--- config.mk ---
export PLATFORM = sky130hd
export DESIGN_NAME = tmrc_top
export DESIGN_NICKNAME = d
export VERILOG_FILES = /design/src/logic/tmrc_prescaler.v /design/src/logic/tmrc_sync.v /design/src/logic/tmrc_top.v
export VERILOG_INCLUDE_DIRS = /design/src /design/src/logic
export SDC_FILE = /design/constraint.sdc
export NUM_CORES = 1
export LEC_CHECK = 0
export BUFFER_PORTS_ARGS = -buffer_cell sky130_fd_sc_hd__buf_2
export CORE_AREA = 2 2 89 91
export DETAILED_ROUTE_END_ITERATION = 8
export DIE_AREA = 0 0 91 93
export GPL_ROUTABILITY_DRIVEN = 0
export PLACE_DENSITY = 0.51
export SYNTH_ARGS = -nofsm -noshare
export SYNTH_HDL_FRONTEND = slang
export SYNTH_SLANG_ARGS = --single-unit
--- constraint.sdc ---
create_clock -name core_clk -period 3.1 [get_ports core_clk]
set_clock_uncertainty 0.15 [all_clocks]
set_input_delay 0.155 -clock core_clk [delete_from_list [all_inputs] [get_ports core_clk]]
set_output_delay 0.155 -clock core_clk [all_outputs]
set_load 0.01 [all_outputs]
--- src/logic/tmrc_map.vh ---
// Purpose: Constants for the timer/counter with shared prescaler.
// Assumes: Core clock of 20 MHz, four clocks to one instruction cycle.
// Notes:   Included by its bare name by every design file.
`ifndef TMRC_MAP_VH
`define TMRC_MAP_VH

// ----------------------------------------------------------------
// Register addresses and reset values
// ----------------------------------------------------------------
`define TMRC_TIMER_COUNT_ADDR   5'h01
`define TMRC_OPTION_RESET       8'hff
`define TMRC_READ_ZERO          8'h00

// ----------------------------------------------------------------
// Option control field positions
// ----------------------------------------------------------------
`define TMRC_CLOCK_SOURCE_BIT   5
`define TMRC_SOURCE_EDGE_BIT    4
`define TMRC_PRESCALER_ASSIGN_BIT 3
`define TMRC_PRESCALE_RATE_MSB  2
`define TMRC_PRESCALE_RATE_LSB  0

// ----------------------------------------------------------------
// Timing
// ----------------------------------------------------------------
`define TMRC_CLK_PERIOD_NS      50
`define TMRC_CLKS_PER_CYCLE     4
`define TMRC_PHASE_Q1           2'h0
`define TMRC_PHASE_Q2           2'h1
`define TMRC_PHASE_Q3           2'h2
`define TMRC_PHASE_Q4           2'h3
`define TMRC_INHIBIT_CYCLES     2'h2
`define TMRC_PRESCALER_WIDTH    8

`endif

--- src/logic/tmrc_prescaler.v ---
// Purpose: Eight-bit shared prescaler counter.
// Assumes: The count enable is a one-clock pulse on core_clk.
// Notes:   The counter value never leaves the block towards software.
`include "tmrc_map.vh"

module tmrc_prescaler (
	input  wire       core_clk,
	input  wire       rst,
	input  wire       clear,
	input  wire       count_en,
	output reg  [7:0] count_q
);

	// ----------------------------------------------------------------
	// Counter
	// ----------------------------------------------------------------
	reg [7:0] count_d;

	always @*
	begin
		count_d = count_q;
		if (clear)
		begin
			count_d = 8'h00;
		end
		else if (count_en)
		begin
			count_d = count_q + 8'h01;
		end
	end

	always @(posedge core_clk)
	begin
		if (rst)
		begin
			count_q <= 8'h00;
		end
		else
		begin
			count_q <= count_d;
		end
	end

endmodule

--- src/logic/tmrc_sync.v ---
// Purpose: Three-flop synchroniser for the external count pin.
// Assumes: The pin is asynchronous to core_clk.
// Notes:   The output only moves once the second and third flops agree.
`include "tmrc_map.vh"

module tmrc_sync (
	input  wire core_clk,
	input  wire rst,
	input  wire pin_in,
	output reg  level_q
);

	// ----------------------------------------------------------------
	// Synchroniser chain
	// ----------------------------------------------------------------
	reg meta_q;
	reg stage2_q;
	reg stage3_q;

	always @(posedge core_clk)
	begin
		if (rst)
		begin
			meta_q   <= 1'b0;
			stage2_q <= 1'b0;
			stage3_q <= 1'b0;
			level_q  <= 1'b0;
		end
		else
		begin
			meta_q   <= pin_in;
			stage2_q <= meta_q;
			stage3_q <= stage2_q;
			if (stage2_q == stage3_q)
			begin
				level_q <= stage3_q;
			end
		end
	end

endmodule

--- src/logic/tmrc_top.v ---
// Purpose: Eight-bit timer/counter with a prescaler shared with the watchdog.
// Assumes: Core writes are one-clock strobes; the watchdog lives outside.
// Notes:   Quarter phases are made here from core_clk, Q1 first after reset.
`include "tmrc_map.vh"

//
// Summary of operation
// - Source select clear: count instruction cycles.
// - Count write inhibits increments two cycles.
// - Source select set: count external pin edges.
// - Edge select: clear rising, set falling.
// - Prescaler serves timer or watchdog, never both.
// - Timer prescale ratios span 1:2 to 1:256.
// - Prescaler value is never readable or writable.
// - Prescaler output sampled on Q2 and Q4.
// - External input divided before synchronisation sampling when timer owns the prescaler.
// - Count increments after the sampling stage, or straight on Q4 when source select is clear and the watchdog owns the prescaler.
// - Eight-bit prescaler, or watchdog postscaler.
// - Count writes clear prescaler when timer owns it.
// - Watchdog clear clears prescaler when watchdog owns.
// - Reset clears every prescaler bit.
// - Read/write count register at address 01h.
module tmrc_top (
	input  wire       core_clk,
	input  wire       rst,
	input  wire       external_count_input,
	input  wire [4:0] file_addr,
	input  wire       file_wr,
	input  wire [7:0] file_wdata,
	input  wire       option_wr,
	input  wire [7:0] option_wdata,
	input  wire       watchdog_clear_op,
	input  wire       wdt_tick_in,
	output reg  [7:0] file_rdata,
	output reg  [7:0] option_value,
	output reg        wdt_post_tick,
	output reg        timer_rollover,
	output reg        cycle_end
);

	// ----------------------------------------------------------------
	// Helper functions
	// ----------------------------------------------------------------
	function tmrc_tap;
		input [7:0] cnt;
		input [2:0] idx;
		begin
			tmrc_tap = cnt[idx];
		end
	endfunction

	// ----------------------------------------------------------------
	// Declarations
	// ----------------------------------------------------------------
	reg  [1:0] phase_q;
	reg  [1:0] phase_d;
	reg  [7:0] timer_count_q;
	reg  [7:0] timer_count_d;
	reg  [1:0] inhibit_q;
	reg  [1:0] inhibit_d;
	reg        ext_sel_q;
	reg        sample_q;
	reg        sample_d;
	reg        rise_q;
	reg        rise_d;
	reg        wdt_tap_q;
	reg        wdt_post_d;
	reg        inc_evt;
	reg        presc_src;
	reg        presc_in;
	reg        rollover_d;
	reg  [7:0] rdata_d;

	wire       ext_level;
	wire [7:0] presc_count;
	wire       clock_source_select;
	wire       source_edge_select;
	wire       prescaler_assign;
	wire [2:0] prescale_rate;
	wire       phase_q2;
	wire       phase_q4;
	wire       sample_strobe;
	wire       count_hit;
	wire       count_write;
	wire       presc_clear;
	wire       ext_sel;
	wire       ext_edge;
	wire       timer_tap;
	wire       wdt_tap;
	wire [2:0] wdt_idx;

	// ----------------------------------------------------------------
	// Option fields
	// ----------------------------------------------------------------
	assign clock_source_select = option_value[`TMRC_CLOCK_SOURCE_BIT];
	assign source_edge_select  = option_value[`TMRC_SOURCE_EDGE_BIT];
	assign prescaler_assign    = option_value[`TMRC_PRESCALER_ASSIGN_BIT];
	assign prescale_rate       = option_value[`TMRC_PRESCALE_RATE_MSB:`TMRC_PRESCALE_RATE_LSB];

	always @(posedge core_clk)
	begin
		if (rst)
		begin
			option_value <= `TMRC_OPTION_RESET;
		end
		else if (option_wr)
		begin
			option_value <= option_wdata;
		end
	end

	// ----------------------------------------------------------------
	// Quarter phases
	// ----------------------------------------------------------------
	assign phase_q2      = (phase_q == `TMRC_PHASE_Q2);
	assign phase_q4      = (phase_q == `TMRC_PHASE_Q4);
	assign sample_strobe = phase_q2 | phase_q4;

	always @*
	begin
		phase_d = phase_q + 2'h1;
	end

	always @(posedge core_clk)
	begin
		if (rst)
		begin
			phase_q   <= `TMRC_PHASE_Q1;
			cycle_end <= 1'b0;
		end
		else
		begin
			phase_q   <= phase_d;
			cycle_end <= (phase_d == `TMRC_PHASE_Q4);
		end
	end

	// ----------------------------------------------------------------
	// External input and edge select
	// ----------------------------------------------------------------
	tmrc_sync u_sync (
		.core_clk (core_clk),
		.rst      (rst),
		.pin_in   (external_count_input),
		.level_q  (ext_level)
	);

	assign ext_sel  = ext_level ^ source_edge_select;
	assign ext_edge = ext_sel & ~ext_sel_q;

	always @(posedge core_clk)
	begin
		if (rst)
		begin
			ext_sel_q <= 1'b0;
		end
		else
		begin
			ext_sel_q <= ext_sel;
		end
	end

	// ----------------------------------------------------------------
	// Shared prescaler
	// ----------------------------------------------------------------
	assign count_hit   = (file_addr == `TMRC_TIMER_COUNT_ADDR);
	assign count_write = file_wr & count_hit;
	assign presc_clear = (count_write & ~prescaler_assign) |
		(watchdog_clear_op & prescaler_assign);

	always @*
	begin
		presc_in = 1'b0;
		if (prescaler_assign)
		begin
			presc_in = wdt_tick_in;
		end
		else if (clock_source_select)
		begin
			presc_in = ext_edge;
		end
		else
		begin
			presc_in = phase_q4;
		end
	end

	tmrc_prescaler u_prescaler (
		.core_clk (core_clk),
		.rst      (rst),
		.clear    (presc_clear),
		.count_en (presc_in),
		.count_q  (presc_count)
	);

	assign timer_tap = tmrc_tap(presc_count, prescale_rate);
	assign wdt_idx   = prescale_rate - 3'h1;
	assign wdt_tap   = tmrc_tap(presc_count, wdt_idx);

	// ----------------------------------------------------------------
	// Watchdog postscaler output
	// ----------------------------------------------------------------
	always @*
	begin
		wdt_post_d = wdt_tick_in;
		if (prescaler_assign && (prescale_rate != 3'h0))
		begin
			wdt_post_d = wdt_tap & ~wdt_tap_q;
		end
	end

	always @(posedge core_clk)
	begin
		if (rst)
		begin
			wdt_tap_q     <= 1'b0;
			wdt_post_tick <= 1'b0;
		end
		else
		begin
			wdt_tap_q     <= wdt_tap;
			wdt_post_tick <= wdt_post_d;
		end
	end

	// ----------------------------------------------------------------
	// Sampling of the prescaler output
	// ----------------------------------------------------------------
	always @*
	begin
		if (prescaler_assign)
		begin
			presc_src = ext_sel;
		end
		else
		begin
			presc_src = timer_tap;
		end
		sample_d = sample_q;
		rise_d   = 1'b0;
		if (sample_strobe)
		begin
			sample_d = presc_src;
			rise_d   = presc_src & ~sample_q;
		end
	end

	always @(posedge core_clk)
	begin
		if (rst)
		begin
			sample_q <= 1'b0;
			rise_q   <= 1'b0;
		end
		else
		begin
			sample_q <= sample_d;
			rise_q   <= rise_d;
		end
	end

	// ----------------------------------------------------------------
	// Increment source
	// ----------------------------------------------------------------
	always @*
	begin
		if (!clock_source_select && prescaler_assign)
		begin
			inc_evt = phase_q4;
		end
		else
		begin
			inc_evt = rise_q;
		end
	end

	// ----------------------------------------------------------------
	// Write inhibit
	// ----------------------------------------------------------------
	always @*
	begin
		inhibit_d = inhibit_q;
		if (count_write)
		begin
			inhibit_d = `TMRC_INHIBIT_CYCLES;
		end
		else if (phase_q4 && (inhibit_q != 2'h0))
		begin
			inhibit_d = inhibit_q - 2'h1;
		end
	end

	always @(posedge core_clk)
	begin
		if (rst)
		begin
			inhibit_q <= 2'h0;
		end
		else
		begin
			inhibit_q <= inhibit_d;
		end
	end

	// ----------------------------------------------------------------
	// Count register
	// ----------------------------------------------------------------
	always @*
	begin
		timer_count_d = timer_count_q;
		rollover_d    = 1'b0;
		if (count_write)
		begin
			timer_count_d = file_wdata;
		end
		else if (inc_evt && (inhibit_q == 2'h0))
		begin
			timer_count_d = timer_count_q + 8'h01;
			rollover_d    = (timer_count_q == 8'hff);
		end
	end

	always @(posedge core_clk)
	begin
		if (rst)
		begin
			timer_count_q  <= 8'h00;
			timer_rollover <= 1'b0;
		end
		else
		begin
			timer_count_q  <= timer_count_d;
			timer_rollover <= rollover_d;
		end
	end

	// ----------------------------------------------------------------
	// Read path
	// ----------------------------------------------------------------
	always @*
	begin
		rdata_d = `TMRC_READ_ZERO;
		if (count_hit)
		begin
			rdata_d = timer_count_q;
		end
	end

	always @(posedge core_clk)
	begin
		if (rst)
		begin
			file_rdata <= `TMRC_READ_ZERO;
		end
		else
		begin
			file_rdata <= rdata_d;
		end
	end

endmodule
==> flow_summary.toml <==
[route]
detail_route.wirelength_um = 4410
detailedRoute.firstIterationViolations = 34
drc = 0
routed_wire_length_per_instance_um = 11.7
drt-pass1-iter-count = 3
avgViaCountPerCell = 4.54
ant_nets = 0
detailroute.via_count = 1710

[timing]
finalMaxSlewViolations = 0
final.setup.tns_ns = 0
hold_viol = 0
tightestPinTransition_ns = 0.822
finalSetupViolCount = 0
rsz0062_at_grt = "no"
fin_crit_sh = 0.699
layout_min_cycle_time_ns = 2.17
slew_headroom = 0.449
maxClockFrequency_mhz = 462

[finish]
layout-area-overhead-vs-synth_pct = 26.3
insertedDiodeCount = 0
layout-drive-gt1-share = 0.222
filler_cell_count = 815
finalNetCount = 311

[pwr]
power_per_cell_area_nw_per_um2 = 463
report.power.total_mw = 1.20
ir_drop_worst_case_vdd_mv = 0.153
pwr-share-comb = 0.092
cell_internal_pwr_mw = 0.915
switching_share = 0.237
p_clk_frac = 0.372
static-leakage-power_nw = 1.06
power.sequential.fraction = 0.536
power.switching_mw = 0.285

[yosys]
synth_enable_flop_cells = 0
ys_async_sr_fraction = 0
gate_count_of_the_mapped_netlist = 217
synth_warnings = 0
mappedNetlistNets = 253
synthesized_area_um2 = 2050
post_synth_top_flop = "sky130_fd_sc_hd__dfxtp_1"
synth_cell_types = 38
number_of_synthesized_register_bits = 47
synth_seq_area_share = 0.458
synth.avg_cell_area_um2 = 9.47

[hold_path]
hold_path.class = "in2reg"
worstHoldStart = "file_wdata[2]"
hold-path-cell-count = 3

[cts]
number_of_buffers_added_for_setup_after_cts = 0
cts_root_buf = "sky130_fd_sc_hd__clkbuf_8"
cts_made_buffers = 5
cts_num_sinks = 47
htreeDepth = 2
clk_pin_slew_ns = 0.09
clock_latency_ns = 0.30
ctsResizeCount = 0
clock_path_buffers = 2
cts_tree = "done"

[setup_path]
crit_type = "reg2reg"
critPathRequiredTime_ns = 3.16
worst_path_dominant_cell_family = "compound AO/OA/AOI/OAI gates"
crit_fanout = 13
worst_path_largest_cell_delay_ns = 0.62
critPathSlowestCell = "sky130_fd_sc_hd__a31oi_1"
worst-path-stages = 6
worst_setup_path_startpoint = "inhibit_q[0]"
startpoint_type = "register"
crit-reg2reg-launch = "inhibit_q[0]"
critical_path_arrival_ns = 2.23
ff2ff_path_depth = 6
crit_path_cell_trace = "inv_1 -> ha_1 -> and4b_1 -> a31oi_1 -> o21ai_0 -> a311oi_1"
timing.critical_path.to_type = "register"
critical_path.n_buffers_inverters = 1

[placed_design]
placement.io_buffers = 46
place.detailed.hpwl_um = 3160

[floorplanning]
top_ports = 47
placementRows = 32
initial_utilization = 0.273
die_height_um = 93
core_area_um2 = 7530
die_w_um = 91
design.die.area_um2 = 8460

[status]
outcome = "completed"

[global_routing]
first_global_vias = 1676
grt_first_pass_wirelength_um = 7620
global_route.overflow_total = 0
number_of_antenna_violations_at_the_first_check_in_global_routing = 0
largest_net_degree_at_the_start_of_global_routing = 25
total_routing_usage_gr = 0.111

[job]
maxCapViolCount = 0
what timing repair did:
action                                  4_1_cts  5_1_grt
endpoints found under the setup margin        0        0
hold buffers                                 11        0
hold endpoints to repair                     11        0
Yosys cell counts, drive strengths merged, types with 2 or more instances:
cell type	count	area share
mux2	4	0.022
nor2b	6	0.018
o211ai	2	0.0073
mux4	3	0.033
clkbuf	5	0.0091
nand2	20	0.037
and4	3	0.013
a21oi	11	0.027
or4	2	0.0073
o21ai	15	0.037
buf	2	0.011
a311oi	7	0.030
and2	8	0.024
nor3	3	0.0073
nor2	16	0.029
ha	8	0.049
mux2i	8	0.039
o31ai	2	0.0073
xnor2	4	0.017
nand3	7	0.017
or3b	2	0.0085
or3	10	0.030
inv	10	0.018
dfxtp	47	0.46
power by group through the flow:
stage | sequential (mW) | clock (mW) | combinational [mW]
global placement | 0.657 | 0 | 0.100
detailed placement | 0.658 | 0 | 0.101
CTS | 0.644 | 0.469 | 0.111
finish | 0.644 | 0.447 | 0.110
floorplan | 0.655 | 0 | 0.0656
global route | 0.647 | 0.483 | 0.125
metal layers:
metal	GRT usage	vias up	part of all wire
met3	0.0322	10	0.060
met2	0.185	48	0.45
met5	0	-	0
li1	-	886	-
met1	0.136	766	0.48
met4	0.0391	0	0.017
final timing paths:
kind | end | slack [ns]
setup / recovery | timer_count_q[4] | 0.93
hold / removal | timer_count_q[2] | 0.02
setup reg to reg | timer_count_q[4] | 0.93
hold reg to reg | rise_q | 0.28
sequential cells by signal, indices dropped and copies added (netlist names):
| name | flops |
|---|---|
| cycle_end | 1 |
| ext_sel_q | 1 |
| file_rdata | 8 |
| inhibit_q | 2 |
| option_value | 8 |
| phase_q | 2 |
| rise_q | 1 |
| sample_q | 1 |
| timer_count_q | 8 |
| timer_rollover | 1 |
| u_prescaler.count_q | 8 |
| u_sync.level_q | 1 |
| u_sync.meta_q | 1 |
| u_sync.stage2_q | 1 |
| u_sync.stage3_q | 1 |
| wdt_post_tick | 1 |
| wdt_tap_q | 1 |
cell type report:
cell class                 count  area (um^2)  area share
clock inverter                 2         37.5      0.0145
inverter                      11         41.3      0.0159
tap                          102          128      0.0492
timing repair buffer          58          348       0.134
multi-input combinational    152         1030       0.397
clock buffer                   5         68.8      0.0265
sequential                    47          941       0.363
logic make-up after synthesis:
kind of cell	share of synthesized area
and+or+nand+nor	0.210
DFF	0.458
AOI/OAI and AO/OA	0.129
buffers and inverters	0.0402
muxes	0.0938
adders and majority gates	0.0487
xor gates and xnor gates	0.0213
placed cells by master (no fill, tap or decap), drive strengths merged, types with 8 or more instances in the layout:
master and count:
buf 47, and2 8, nor2 16, inv 10
dfxtp 47, or3 10, ha 8, nand2 20
dlygate4sd3 11, mux2i 8, a21oi 11, o21ai 15
per-stage QoR:
stage / hold slack (ns) / utilization / worst slack, ns / cell area (um^2) / std cells
2_1_floorplan: 0.0766 / - / 1.21 / 2050 / 217
3_3_place_gp: 0.218 / 0.316 / 0.958 / 2380 / 359
3_5_place_dp: 0.225 / 0.316 / 0.935 / 2380 / 359
4_1_cts: 0.000870 / 0.345 / 0.909 / 2590 / 377
5_1_grt: 0.0127 / 0.345 / 0.647 / 2590 / 377
6_report: 0.0154 / 0.345 / 0.934 / 2590 / 377
worst register-to-register path, delay by kind of cell, from the launching register on:
family	cells	cell delay, ns
fa+ha+maj	1	0.22
simple gates	1	0.21
compound gates	3	1.09
flops	1	0.35
buf+inv	1	0.05
(Power assumes the default switching activity.)
